--- config.mk ---
export PLATFORM = sky130hd
export DESIGN_NAME = fea_autotrim
export DESIGN_NICKNAME = d
export VERILOG_FILES = /design/src/fea_pkg.sv /design/src/fea_sat_adj.sv /design/src/fea_autotrim.sv
export SDC_FILE = /design/constraint.sdc
export NUM_CORES = 1
export LEC_CHECK = 0
export BUFFER_PORTS_ARGS = -buffer_cell sky130_fd_sc_hd__buf_2
export CAP_MARGIN = 25
export CORE_MARGIN = 2
export CORE_UTILIZATION = 53
export CTS_BUF_LIST = sky130_fd_sc_hd__clkbuf_2 sky130_fd_sc_hd__clkbuf_4 sky130_fd_sc_hd__clkbuf_8
export DETAILED_ROUTE_END_ITERATION = 10
export GPL_ROUTABILITY_DRIVEN = 0
export PLACE_DENSITY = 0.84
export SLEW_MARGIN = 10
export SYNTH_ARGS = -nofsm -noshare
export SYNTH_HDL_FRONTEND = slang
export SYNTH_SLANG_ARGS = --single-unit
--- constraint.sdc ---
create_clock -name MCLK -period 5.3 [get_ports MCLK]
set_clock_uncertainty 0.15 [all_clocks]
set_input_delay 0.53 -clock MCLK [delete_from_list [all_inputs] [get_ports MCLK]]
set_output_delay 0.53 -clock MCLK [all_outputs]
set_load 0.05 [all_outputs]
--- src/fea_pkg.sv ---
// Purpose: Shared constants for the frequency error autotrim block
// Assumes: 32-bit register port, byte addresses in steps of four
// Notes:   Register offsets, field layout and reset values
`default_nettype none
package fea_pkg;
  localparam int ADDR_W = 8;
  localparam int DATA_W = 32;
  localparam int ERR_W  = 16;
  localparam int STEP_W = 8;
  localparam int ADJ_W  = 6;
  localparam int STS_W  = 5;

  // Register byte offsets
  localparam logic [ADDR_W-1:0] OFS_CTRL   = 8'h00;
  localparam logic [ADDR_W-1:0] OFS_CFG    = 8'h04;
  localparam logic [ADDR_W-1:0] OFS_ADJ    = 8'h08;
  localparam logic [ADDR_W-1:0] OFS_STATUS = 8'h0c;
  localparam logic [ADDR_W-1:0] OFS_MASK   = 8'h10;

  // Control field
  localparam int CTRL_AUTO_BIT = 0;

  // Status and mask field positions
  localparam int STS_GOOD = 0;
  localparam int STS_WARN = 1;
  localparam int STS_ERR  = 2;
  localparam int STS_MISS = 3;
  localparam int STS_OVF  = 4;

  // Reset values and trim limits
  localparam logic [STEP_W-1:0] STEP_RST = 8'h22;
  localparam logic [ADJ_W-1:0]  ADJ_RST  = 6'h20;
  localparam logic [ADJ_W-1:0]  ADJ_MAX  = 6'h3f;
  localparam logic [ADJ_W-1:0]  ADJ_MIN  = 6'h00;

  // Limit multipliers
  localparam int WARN_MULT = 3;
  localparam int OUTR_MULT = 128;

  // Adjust step sizes
  localparam logic [1:0] STEP_NONE = 2'h0;
  localparam logic [1:0] STEP_ONE  = 2'h1;
  localparam logic [1:0] STEP_TWO  = 2'h2;

  typedef enum logic [1:0] {
    CLS_GOOD,
    CLS_NEAR,
    CLS_WARN,
    CLS_ERR
  } fea_class_t;
endpackage
`default_nettype wire

--- src/fea_sat_adj.sv ---
// Purpose: Saturating up/down adjust of the oscillator trim value
// Assumes: Step of zero, one or two units
// Notes:   Flags overflow when the result is clamped
`timescale 1ns/1ps
`default_nettype none
module fea_sat_adj (
  // Operand
  input  wire logic [fea_pkg::ADJ_W-1:0] value,
  input  wire logic [1:0]                step,
  input  wire logic                      up,
  // Result
  output logic      [fea_pkg::ADJ_W-1:0] result,
  output logic                           clamped
);
  logic [fea_pkg::ADJ_W:0] sum_up;
  logic [fea_pkg::ADJ_W:0] sum_dn;
  logic                    ovf_up;
  logic                    ovf_dn;

  assign sum_up = {1'b0, value} + {{(fea_pkg::ADJ_W-1){1'b0}}, step};
  assign sum_dn = {1'b0, value} - {{(fea_pkg::ADJ_W-1){1'b0}}, step};
  assign ovf_up = sum_up[fea_pkg::ADJ_W];
  assign ovf_dn = sum_dn[fea_pkg::ADJ_W];

  assign result  = up ? (ovf_up ? fea_pkg::ADJ_MAX
                                : sum_up[fea_pkg::ADJ_W-1:0])
                      : (ovf_dn ? fea_pkg::ADJ_MIN
                                : sum_dn[fea_pkg::ADJ_W-1:0]);
  assign clamped = up ? ovf_up : ovf_dn;
endmodule
`default_nettype wire

--- src/fea_autotrim.sv ---
// Purpose: Frequency error classification and automatic trim
// Assumes: Error magnitude and direction valid with the sync pulse
// Notes:   Register port with read data one cycle after the strobe
`timescale 1ns/1ps
`default_nettype none
module fea_autotrim (
  // Clock and reset
  input  wire logic                        MCLK,
  input  wire logic                        RSTN,
  // Register port
  input  wire logic [fea_pkg::ADDR_W-1:0]  ADDR,
  input  wire logic [fea_pkg::DATA_W-1:0]  WDATA,
  input  wire logic                        WR,
  input  wire logic                        RD,
  output logic      [fea_pkg::DATA_W-1:0]  RDATA,
  // Measurement inputs
  input  wire logic                        SYNC_EVT,
  input  wire logic                        SYNC_LOST,
  input  wire logic [fea_pkg::ERR_W-1:0]   ERR_MAG,
  input  wire logic                        ERR_FAST,
  // Outputs
  output logic      [fea_pkg::ADJ_W-1:0]   TRIM,
  output logic                             IRQ
);
  logic                        auto_adjust_enable_reg;
  logic [fea_pkg::STEP_W-1:0]  error_limit_step_reg;
  logic [fea_pkg::ADJ_W-1:0]   adj_reg;
  logic [fea_pkg::ADJ_W-1:0]   adj_next;
  logic [fea_pkg::STS_W-1:0]   status_reg;
  logic [fea_pkg::STS_W-1:0]   status_next;
  logic [fea_pkg::STS_W-1:0]   mask_reg;
  logic [fea_pkg::DATA_W-1:0]  rdata_reg;
  logic [fea_pkg::DATA_W-1:0]  rdata_next;

  logic [fea_pkg::ERR_W-1:0]   tol_lim;
  logic [fea_pkg::ERR_W-1:0]   warn_lim;
  logic [fea_pkg::ERR_W-1:0]   outr_lim;
  fea_pkg::fea_class_t         cls;
  logic [1:0]                  step_sel;
  logic [fea_pkg::ADJ_W-1:0]   adj_hw;
  logic                        adj_clamped;
  logic                        hw_update;
  logic [fea_pkg::STS_W-1:0]   sts_set;
  logic [fea_pkg::STS_W-1:0]   sts_clr;

  logic wr_ctrl;
  logic wr_cfg;
  logic wr_adj;
  logic wr_status;
  logic wr_mask;
  logic sync_good_flag;
  logic sync_warning_flag;
  logic sync_error_flag;
  logic sync_missing_flag;
  logic adjust_overflow_flag;

  // Limits
  assign tol_lim  = {{(fea_pkg::ERR_W-fea_pkg::STEP_W){1'b0}},
                     error_limit_step_reg};
  assign warn_lim = 16'(fea_pkg::WARN_MULT * tol_lim);
  assign outr_lim = 16'(fea_pkg::OUTR_MULT * tol_lim);

  // Classification
  always_comb begin
    if (ERR_MAG < tol_lim) begin
      cls = fea_pkg::CLS_GOOD;
    end else if (ERR_MAG < warn_lim) begin
      cls = fea_pkg::CLS_NEAR;
    end else if (ERR_MAG < outr_lim) begin
      cls = fea_pkg::CLS_WARN;
    end else begin
      cls = fea_pkg::CLS_ERR;
    end
  end

  always_comb begin
    case (cls)
      fea_pkg::CLS_GOOD: step_sel = fea_pkg::STEP_NONE;
      fea_pkg::CLS_NEAR: step_sel = fea_pkg::STEP_ONE;
      fea_pkg::CLS_WARN: step_sel = fea_pkg::STEP_TWO;
      fea_pkg::CLS_ERR:  step_sel = fea_pkg::STEP_NONE;
      default:           step_sel = fea_pkg::STEP_NONE;
    endcase
  end

  // Saturating adjust
  fea_sat_adj u_sat (
    .value   (adj_reg),
    .step    (step_sel),
    .up      (~ERR_FAST),
    .result  (adj_hw),
    .clamped (adj_clamped)
  );

  // Evaluation strobes
  assign hw_update = SYNC_EVT & ~SYNC_LOST & auto_adjust_enable_reg;
  assign sync_good_flag    = SYNC_EVT & ~SYNC_LOST &
                             ((cls == fea_pkg::CLS_GOOD) |
                              (cls == fea_pkg::CLS_NEAR));
  assign sync_warning_flag = SYNC_EVT & ~SYNC_LOST &
                             (cls == fea_pkg::CLS_WARN);
  assign sync_error_flag   = SYNC_EVT & ~SYNC_LOST &
                             (cls == fea_pkg::CLS_ERR);
  assign sync_missing_flag = SYNC_LOST;
  assign adjust_overflow_flag = hw_update & adj_clamped &
                                (step_sel != fea_pkg::STEP_NONE);

  // Register decode
  assign wr_ctrl   = WR & (ADDR == fea_pkg::OFS_CTRL);
  assign wr_cfg    = WR & (ADDR == fea_pkg::OFS_CFG);
  assign wr_adj    = WR & (ADDR == fea_pkg::OFS_ADJ);
  assign wr_status = WR & (ADDR == fea_pkg::OFS_STATUS);
  assign wr_mask   = WR & (ADDR == fea_pkg::OFS_MASK);

  // Trim next value
  assign adj_next = hw_update ? adj_hw :
                    (wr_adj & ~auto_adjust_enable_reg) ?
                    WDATA[fea_pkg::ADJ_W-1:0] : adj_reg;

  // Status set wins over clear
  always_comb begin
    sts_set = '0;
    sts_set[fea_pkg::STS_GOOD] = sync_good_flag;
    sts_set[fea_pkg::STS_WARN] = sync_warning_flag;
    sts_set[fea_pkg::STS_ERR]  = sync_error_flag;
    sts_set[fea_pkg::STS_MISS] = sync_missing_flag;
    sts_set[fea_pkg::STS_OVF]  = adjust_overflow_flag;
  end
  assign sts_clr     = wr_status ? WDATA[fea_pkg::STS_W-1:0] : '0;
  assign status_next = (status_reg & ~sts_clr) | sts_set;

  // Read mux
  always_comb begin
    rdata_next = '0;
    if (RD) begin
      case (ADDR)
        fea_pkg::OFS_CTRL:
          rdata_next[fea_pkg::CTRL_AUTO_BIT] = auto_adjust_enable_reg;
        fea_pkg::OFS_CFG:
          rdata_next[fea_pkg::STEP_W-1:0] = error_limit_step_reg;
        fea_pkg::OFS_ADJ:
          rdata_next[fea_pkg::ADJ_W-1:0] = adj_reg;
        fea_pkg::OFS_STATUS:
          rdata_next[fea_pkg::STS_W-1:0] = status_reg;
        fea_pkg::OFS_MASK:
          rdata_next[fea_pkg::STS_W-1:0] = mask_reg;
        default:
          rdata_next = '0;
      endcase
    end
  end

  // Control registers
  always_ff @(posedge MCLK or negedge RSTN) begin
    if (!RSTN) begin
      auto_adjust_enable_reg <= 1'b0;
      error_limit_step_reg   <= fea_pkg::STEP_RST;
      mask_reg               <= '0;
    end else begin
      if (wr_ctrl) begin
        auto_adjust_enable_reg <= WDATA[fea_pkg::CTRL_AUTO_BIT];
      end
      if (wr_cfg) begin
        error_limit_step_reg <= WDATA[fea_pkg::STEP_W-1:0];
      end
      if (wr_mask) begin
        mask_reg <= WDATA[fea_pkg::STS_W-1:0];
      end
    end
  end

  // State registers
  always_ff @(posedge MCLK or negedge RSTN) begin
    if (!RSTN) begin
      adj_reg    <= fea_pkg::ADJ_RST;
      status_reg <= '0;
      rdata_reg  <= '0;
    end else begin
      adj_reg    <= adj_next;
      status_reg <= status_next;
      rdata_reg  <= rdata_next;
    end
  end

  assign RDATA = rdata_reg;
  assign TRIM  = adj_reg;
  assign IRQ   = |(status_reg & mask_reg);
endmodule
`default_nettype wire

After elaboration in Yosys (flattened, before gate mapping):

Index checks and enable logic that the tools add are counted.

* flip-flop bits (word level): 57
* input port bits: 63

* add/subtract/negate cells: 2
* multiply operators: 1
* $lt $le $gt $ge: 3
* eq/ne operators: 7
* muxes and demuxes: 16
* bitwise logic cells: 20
* reduce and logical (&&, ||, !) cells: 6

Operator list (count)
* 6-bit two-way mux: 5
* 8-bit by 4-bit equality test with 1-bit output, second input constant: 2
* 16-bit by 10-bit less-than comparator with 1-bit output: 1
* 16-bit by 15-bit less-than comparator with 1-bit output: 1
* 16-bit by 8-bit less-than comparator with 1-bit output: 1
* 4-bit case mux with 4 select lines: 1
* 1-bit bitwise AND: 13
* 5-bit bitwise AND: 2
* 2-bit by 8-bit multiplier with 10-bit output, first input constant: 1
* 8-bit by 3-bit equality test with 1-bit output, second input constant: 1
* 8-bit by 5-bit equality test with 1-bit output, second input constant: 1
* 8-bit zero test: 1
* 8-bit two-way mux: 1
* 6-bit by 2-bit adder with 7-bit output: 1
* 6-bit by 2-bit subtractor with 7-bit output: 1
* 2-bit two-way mux: 3
* 2-bit case mux with 3 select lines: 1
* 5-bit two-way mux: 1
* 5-bit inverter: 1
* 5-bit bitwise OR: 1
* 1-bit case mux with 5 select lines: 1
* 5-bit OR reduction: 1
* 2-bit equality test, second input constant: 2
* 2-bit nonzero test: 2
* 7 further kinds: 9

Longest topological paths before layout:

Gate-level depths: netlist of the first run.

* word-level depth: 12
* gate-level depth with buffers: 22
* gate-level depth less buffers: 22

Hierarchy:

A second synthesis of the first run with hierarchy kept.

* cell total of the unflattened synthesis: 330
* area, all modules: 2961.6 um2

By module, submodules not included
* fea_autotrim: instances 1, cells each 276, area an instance 2565.0 um2, sequential area each 829.5 um2
* fea_sat_adj: instances 1, cells each 54, area an instance 396.6 um2, sequential area each 0.0 um2

Least setup slack after synthesis of the first run:

No wires, ideal clock.

* path kind: flip-flop to flip-flop
* start point: reg error_limit_step_reg[0] (netlist name)
* end point: reg adj_reg, in the netlist TRIM[3]
* library setup time: 116 ps
* data arrival time: 4390 ps
* required time: 5034 ps
* slack: 644 ps
* cell stages (with the launch flop): 21
* clock period less this slack: 4656 ps
* path through: dfrtp_1 ha_1 fa_1 a21o_1 a21oi_1 o21bai_1 a21o_1 xor2_1 ha_1 o21ai_0 o21ai_0 a21oi_1 o31ai_1 ha_1 inv_1 fa_1 and4bb_2 nand3_1 and2_1 o21a_1 o311ai_0

* longest elaborated chain between the ends: 11
* elaborated cells between the ends (all ways): 19
* classes of those cells: add/sub (2); mul (1); order compare (3); eq/ne (3); mux (8); reduce/logical (2)

RTL lines
* from (decl): line fea_autotrim.sv:26 `logic [fea_pkg::STEP_W-1:0] error_limit_step_reg;`
* from (signal assigned): line fea_autotrim.sv:157 `error_limit_step_reg <= fea_pkg::STEP_RST;`
* from (signal assigned): line fea_autotrim.sv:164 `error_limit_step_reg <= WDATA[fea_pkg::STEP_W-1:0];`
* 2-bit by 8-bit multiplier with 10-bit output / 16-bit by 15-bit less-than comparator with 1-bit output (equally long branches): line fea_autotrim.sv:60, fea_autotrim.sv:69
* 16-bit by 10-bit less-than comparator with 1-bit output / 1-bit two-way mux (equally long branches): line fea_autotrim.sv:67, fea_autotrim.sv:69
* 2-bit two-way mux: line fea_autotrim.sv:67 `end else if (ERR_MAG < warn_lim) begin`
* 2-bit two-way mux *: line fea_autotrim.sv:65 `if (ERR_MAG < tol_lim) begin`
* 2-bit equality test / 2-bit zero test (equally long branches): line fea_autotrim.sv:77 `case (cls)`
* 2-bit OR reduction (no source line)
* 2-bit case mux with 3 select lines *: line fea_autotrim.sv:77
* 6-bit by 2-bit adder with 7-bit output / 6-bit by 2-bit subtractor with 7-bit output (equally long branches): line fea_sat_adj.sv:20, fea_sat_adj.sv:21
* 6-bit two-way mux (on tied branches): line fea_sat_adj.sv:25, fea_sat_adj.sv:27
* 6-bit two-way mux *: line fea_sat_adj.sv:25 `assign result = up ? (ovf_up ? fea_pkg::ADJ_MAX`
* 6-bit two-way mux *: line fea_autotrim.sv:116 `assign adj_next = hw_update ? adj_hw :`
* to (signal assigned): line fea_autotrim.sv:175 `adj_reg <= fea_pkg::ADJ_RST;`
* to (signal assigned): line fea_autotrim.sv:179 `adj_reg <= adj_next;`
* to (decl): line fea_autotrim.sv:27 `logic [fea_pkg::ADJ_W-1:0] adj_reg;`

Mark *: on every way between the ends. The rest lies on a longest branch, timed or not.
A chain may end at the register's enable or synchronous reset.

Worst setup path after layout of the first run:

* start point: reg error_limit_step_reg[1] (netlist name)
* end point: reg adj_reg, in the netlist TRIM[3]

Same word-level chain as after synthesis.

==> metrics, run 1 <==
ANT cells=0; Seq cells post-synth=33; worst stage delay on the critical path=0.59 ns; critical path buffer and inverter count=1; warnings from Yosys=0; clock sink total=33; Post-DRT Antenna Nets=0; Vias/cell=5.731; worst hold path type=in -> async; Tightest Pin Transition=0.7137 ns; per-cell routed wire length=15.93 µm; TritonCTS Buffers=5; Tmin final=5.182 ns; Mapped Cells=320; Site Rows=27; Reg2Reg Launch Point=error_limit_step_reg[1]; vias in the first global route=2480; switching part of the total=38.52%; via count=2556; crit path max fanout=6; Max-Cap Viols=0; HPWL Detailed=5523 µm; top_reg_cell synth=dfrtp_1; crit path cell chain=ha_1 -> a21o_1 -> a211oi_1 -> nor2_1 -> o41ai_1 -> xnor2_1 -> ha_1 -> a211oi_1 -> o21ai_1 -> a21oi_2 -> o21a_1 -> o21a_1 -> ha_1 -> ha_1 -> inv_1 -> fa_2 -> and4bb_2 -> nand3_1 -> and2_4 -> o21a_1 -> o311ai_1; Post-route DRC=0; DRT iter0 DRCs=245; register area share after synthesis=27.67%; share of cells above drive strength 1=27.27%; Synth Area per Inst=9.368 µm²; PD cells=216.9 nW/µm²; maximum buffer depth of the clock tree=2; first-pass GRT wire length=11610 µm; total wire length=7105 µm; largest net degree at the start of global routing=34; FFs w/ async S/R, synth=100.0%; CP delay by family, top=compound AO/OA/AOI/OAI gates; core area=5473 µm²; Setup violations, final=0; Mapped Area=2998 µm²; peak supply drop=165.8 µV; Setup CP Type=reg -> reg; Port Buffers=53; synthesis-to-finish area growth=11.81%; Die ar.=6274 µm²; Pre-Repair DR Iteration Count=4; Die Wd=79.21 µm; Setup TNS=0 ns; final net count=477; fmax=193.0 MHz; final hold viol count=0; Hold WS=0.1464 ns; P_int=0.4471 mW; max-slew violations=0; run status=finished clean; number of flops mapped to enable cells by yosys=0; # fillers=460; clk slew on worst S/H paths=0.07 ns; arrival time worst endpoint=5.21 ns; post-synthesis cell type count=61; Starting Density=54.78%; Leak Pwr=1.601 nW; Clock Latency Late Sink=0.29 ns; initial antenna violation count=0; crit path capture type=register; Crit path required time=5.33 ns; CP max stage cell=dfstp_2; RSZ-0062 raised after global routing=yes; CP Launch Type=register; fin crit share=97.78%; GR Overflow Total=0; root buf cell=clkbuf_8; Ports=102; Seq pwr share=41.9%; TritonCTS clock tree=yes; Psw=0.2801 mW; Max-Slew Margin vs Limit=52.42%; most frequent CP cell=ha_1; H-tree levels=2; Comb pwr share=32.1%; Worst Setup SP=error_limit_step_reg[1]; GRT Overall Usage=23.51%; die height=79.21 µm; clock power share=26.1%
-- worst register-to-register path, cell delays in order, from the launching register on --
cell      delay (ns)
dfstp_2         0.59
ha_1            0.24
a21o_1          0.19
a211oi_1        0.24
nor2_1          0.10
o41ai_1         0.52
xnor2_1         0.15
ha_1            0.24
a211oi_1        0.23
o21ai_1         0.13
a21oi_2         0.21
o21a_1          0.16
o21a_1          0.14
ha_1            0.21
ha_1            0.18
inv_1           0.05
fa_2            0.37
and4bb_2        0.35
nand3_1         0.11
and2_4          0.19
o21a_1          0.10
o311ai_1        0.24
-- metal layers --
layer	GRT usage (%)	part of all wire, %
met1	32.88	46
met2	37.97	47
met3	3.977	6.1
met4	5.862	1.1
met5	0	0
-- synth_stat cells, drive strengths merged, types with 4 or more instances --
library cell  count  area [µm²]
nand2            19       73.82
o32a              4       41.29
ha               38       475.5
and2              5       31.28
a211oi            8       65.06
inv              19       71.32
nor3b             4       30.03
xor2              5       43.79
nor2b             7       43.79
nor2             20       77.58
o31ai             4       30.03
mux2i             5       50.05
mux2             15       168.9
buf              27       198.9
dfrtp            30       750.7
a21o              7       52.55
clkbuf            7       26.28
a21oi            15       75.07
nor3              8       40.04
o21ai            13       65.06
a22oi             7       52.55
nand3             4       20.02
-- cell usage in the layout (no fill, tap or decap), types with 3 or more instances in the layout --
cell and count:
inv_1 19, nand3_1 4, buf_2 53, clkbuf_8 5, dfstp_2 3, buf_4 4, dfrtp_1 29, nor2b_1 7
mux2_2 15, and2_1 4, nand3b_1 3, o31ai_1 3, nand2_1 18, a21oi_1 13, nor3_1 8, o32a_1 3
conb_1 24, o21ai_0 12, nor3b_1 4, a211oi_1 7, a22o_1 3, xor2_1 5, mux2i_1 5, xnor2_1 3
a21o_1 7, ha_1 38, o21a_1 3, nor2_1 19, a22oi_1 7
-- stage by stage --
| step | area [µm²] | util (%) | setup slack (ns) | total power [mW] | instances |
|---|---|---|---|---|---|
| after global routing | 3352 | 61.25 | -0.09761 | 0.7678 | 446 |
| after detailed placement | 3237 | 59.14 | 0.01323 | 0.5363 | 437 |
| final | 3352 | 61.25 | 0.1176 | 0.7272 | 446 |
| after CTS | 3326 | 60.77 | 0.06814 | 0.7240 | 445 |
| after floorplan | 3084 | - | 0.6445 | 0.4842 | 343 |
| after global placement | 3237 | 59.14 | 0.1290 | 0.5267 | 437 |
-- power groups by stage --
| stage | logic [mW] | clock network (mW) | registers (mW) |
|---|---|---|---|
| 2_1_floorplan | 0.165 | 0 | 0.319 |
| 3_3_place_gp | 0.221 | 0 | 0.306 |
| 3_5_place_dp | 0.229 | 0 | 0.307 |
| 4_1_cts | 0.230 | 0.191 | 0.303 |
| 5_1_grt | 0.257 | 0.204 | 0.307 |
| 6_report | 0.233 | 0.189 | 0.304 |
-- path summary, 6_finish.rpt --
kind                                      endpoint  slack, ns  cells past startpoint
max reg2reg                                TRIM[3]       0.12                     21
max                                        TRIM[3]       0.12                     21
max in group asynchronous  error_limit_step_reg[0]       4.36                      1
min reg2reg                          status_reg[3]       0.40                      1
min in group MCLK                    status_reg[3]       0.30                      2
min                                       RDATA[6]       0.15                      1
-- cell families after synthesis --
family                   after synthesis  synth area share (%)
AO/OA/AOI/OAI                         82                 19.74
AND/OR/NAND/NOR                       82                 15.07
buffers and inverters                 53                 9.892
adder cells (fa/ha/maj)               41                 17.86
flip-flops                            33                 27.67
multiplexers                          20                 7.304
XOR/XNOR                               8                 2.337
other                                  1                0.1251
-- cell type report --
class                      instances  area (µm²)  area share, %
sequential                        33       830.8          24.79
tap                               72       90.09          2.688
clock inverter                     1       5.005         0.1493
multi-input combinational        257        1976          58.94
timing repair buffer              57       295.3          8.809
clock buffer                       7       83.83          2.501
inverter                          19       71.32          2.128
-- repair_timing --
| item | CTS | global route |
|---|---|---|
| resized for setup | 1 | 7 |
| pin swaps | 0 | 1 |
| setup buffers | 0 | 1 |
| setup endpoints to repair | 1 | 6 |
| hold buffers | 0 | 0 |
Power figures use the tool's default switching activity.
==> run 2, diff against run 1 <==
--- a/config.mk
+++ b/config.mk
@@ -13,6 +13,8 @@
 export DETAILED_ROUTE_END_ITERATION = 10
 export GPL_ROUTABILITY_DRIVEN = 0
 export PLACE_DENSITY = 0.84
+export RECOVER_POWER = 100
+export SETUP_SLACK_MARGIN = 0.1
 export SLEW_MARGIN = 10
 export SYNTH_ARGS = -nofsm -noshare
 export SYNTH_HDL_FRONTEND = slang
==> run 2 against run 1 <==
Effect of this change:
- routed wire length up 2.8%
- critical path depth up 1
- sequential power about the same
- worst hold slack better by 0.15 ns
- cell count up 0.45%
- die area unchanged
- the run now ends with max-capacitance violations, max-slew violations left
- fmax up 2.4%
- utilization up 0.091 points
- largest power group unchanged
- cell area up 0.15%
- sequential share of layout area about the same
- flip-flop and latch count unchanged
- global-route usage about the same
==> metrics, run 2 (same netlist as run 1, synthesis figures left out) <==
Ports=102 (unchanged); synthesis-to-finish area growth=11.98% (was 11.81%); first-pass GRT wire length=11630 µm (was 11610 µm); commonest non-fill, non-tap cells in the layout=ha_1 (37), buf_2 (37), dfrtp_1 (29) (was buf_2 (53), ha_1 (38), dfrtp_1 (29)); fin crit share=95.52% (was 97.78%); largest net degree at the start of global routing=34 (unchanged); Crit path required time=5.33 ns (about the same); post-route worst setup slack=0.2373 ns (was 0.1176 ns); PD cells=218.0 nW/µm² (was 216.9 nW/µm²); Port Buffers=53 (unchanged); Max-Cap Viols=1 (was 0); GR Overflow Total=0 (unchanged); DRT iter0 DRCs=181 (was 245); Post-route DRC=0 (unchanged); crit path capture type=register (unchanged); CP max stage cell=dfrtp_2 (was dfstp_2); Setup violations, final=0 (unchanged); Die Wd=79.21 µm (unchanged); Die ar.=6274 µm² (unchanged); Tightest Pin Transition=1.714 ns (was 0.7137 ns); peak supply drop=163.7 µV (was 165.8 µV); GRT Overall Usage=23.54% (was 23.51%); Vias/cell=5.815 (was 5.731); critical path buffer and inverter count=1 (unchanged); Pre-Repair DR Iteration Count=5 (was 4); reg2reg setup slack=0.24 ns (was 0.12 ns); root buf cell=clkbuf_8 (unchanged); H-tree levels=2 (unchanged); Post-DRT Antenna Nets=0 (unchanged); Setup TNS=0 ns (unchanged); Tmin final=5.063 ns (was 5.182 ns); final hold viol count=0 (unchanged); clk slew on worst S/H paths=0.07 ns (about the same); total wire length=7307 µm (was 7105 µm); Site Rows=27 (unchanged); TritonCTS clock tree=yes (unchanged); max-slew violations=34 (was 0); core area=5473 µm² (unchanged); vias in the first global route=2481 (was 2480); die height=79.21 µm (unchanged); arrival time worst endpoint=5.10 ns (was 5.21 ns); maximum buffer depth of the clock tree=2 (unchanged); Clock Latency Late Sink=0.29 ns (about the same); TritonCTS Buffers=5 (unchanged); CP Launch Type=register (unchanged); run status=finished with violations (was finished clean); failing checks=max-capacitance violations, max-slew violations; crit path cell chain=ha_1 -> fa_2 -> a21o_1 -> a21oi_2 -> o21bai_1 -> a21o_1 -> a21oi_1 -> ha_1 -> a211oi_2 -> o21ai_1 -> a21oi_2 -> o21a_1 -> o21a_1 -> ha_2 -> ha_1 -> inv_1 -> fa_2 -> and4bb_2 -> nand3_1 -> and2_4 -> o21a_1 -> o311ai_1 (was ha_1 -> a21o_1 -> a211oi_1 -> nor2_1 -> o41ai_1 -> xnor2_1 -> ha_1 -> a211oi_1 -> o21ai_1 -> a21oi_2 -> o21a_1 -> o21a_1 -> ha_1 -> ha_1 -> inv_1 -> fa_2 -> and4bb_2 -> nand3_1 -> and2_4 -> o21a_1 -> o311ai_1); ANT cells=0 (unchanged); HPWL Detailed=5523 µm (unchanged); Setup WS pre-CTS=0.01323 ns (unchanged); Leak Pwr=1.554 nW (was 1.601 nW); share of cells above drive strength 1=23.67% (was 27.27%); via count=2605 (was 2556); Starting Density=54.78% (unchanged); final net count=479 (was 477); clock sink total=33 (unchanged); initial antenna violation count=0 (unchanged); per-cell routed wire length=16.31 µm (was 15.93 µm); Max-Slew Margin vs Limit=-14.25% (was 52.42%); worst stage delay on the critical path=0.42 ns (was 0.59 ns); worst hold path type=in -> reg (was in -> async); fmax=197.5 MHz (was 193.0 MHz); CP delay by family, top=compound AO/OA/AOI/OAI gates (unchanged); crit path max fanout=3 (was 6); Setup CP Type=reg -> reg (unchanged)
==> run 2: cell count changes in the layout (fill, tap and decap cells not counted), moves of 2 or more <==
cell      previous run  this run
and2_0               0         2
and2_1               4         2
buf_2               53        37
buf_4                4         6
clkbuf_1             0        16
==> run 2: final cells by class <==
cell class,instances,area (µm²)
fill,457,2116
sequential,33,830.8
multi-input combinational,257,1986
inverter,19,71.32
clock buffer,7,83.83
clock inverter,1,5.005
tap,72,90.09
timing repair buffer,59,290.3
==> run 2: worst register-to-register path, delay by kind of cell (launching register included) <==
kind            cells  cell delay, ns
compound gates     12            2.09
simple gates        3            0.62
buf+inv             1            0.05
fa+ha+maj           6            1.61
flops               1            0.42
==> run 2: path summary, 6_finish.rpt <==
kind	from	to	depth (start not counted)
max	error_limit_step_reg[0]	TRIM[3]	22
min	SYNC_LOST	status_reg[3]	2
max reg2reg	error_limit_step_reg[0]	TRIM[3]	22
min reg2reg	status_reg[3]	status_reg[3]	1
max in group asynchronous	RSTN	error_limit_step_reg[0]	1
min in group asynchronous	RSTN	error_limit_step_reg[0]	1
==> run 2: where the power goes <==
part / internal [mW] / switching (mW) / leakage [nW]
sequential: 0.270 / 0.0342 / 0.416
clock: 0.102 / 0.0910 / 0.0491
combinational: 0.0729 / 0.161 / 1.09
==> run 2: layer usage <==
metal,up-vias,wire (µm),global-route usage (%)
met5,-,0,0
met1,1228,3194,32.88
met2,131,3400,38.14
met4,0,126,5.690
met3,15,585,3.977
li1,1231,-,-
==> run 2: timing repair <==
item	in CTS	in global routing
gates resized for setup	1	14
hold buffers	0	0
setup buffers	1	2
pin swaps	1	3
setup endpoints to repair	3	7
==> run 2: through the flow <==
step	area, µm²	total power [mW]	hold slack, ns	util, %	std cells
6_report	3357	0.7320	0.2934	61.34	448
5_1_grt	3357	0.7694	0.3046	61.34	448
4_1_cts	3333	0.7241	0.1680	60.91	446
3_5_place_dp	3237	0.5363	0.3731	59.14	437
3_3_place_gp	3237	0.5267	0.3641	59.14	437
2_1_floorplan	3084	0.4842	0.08441	-	343
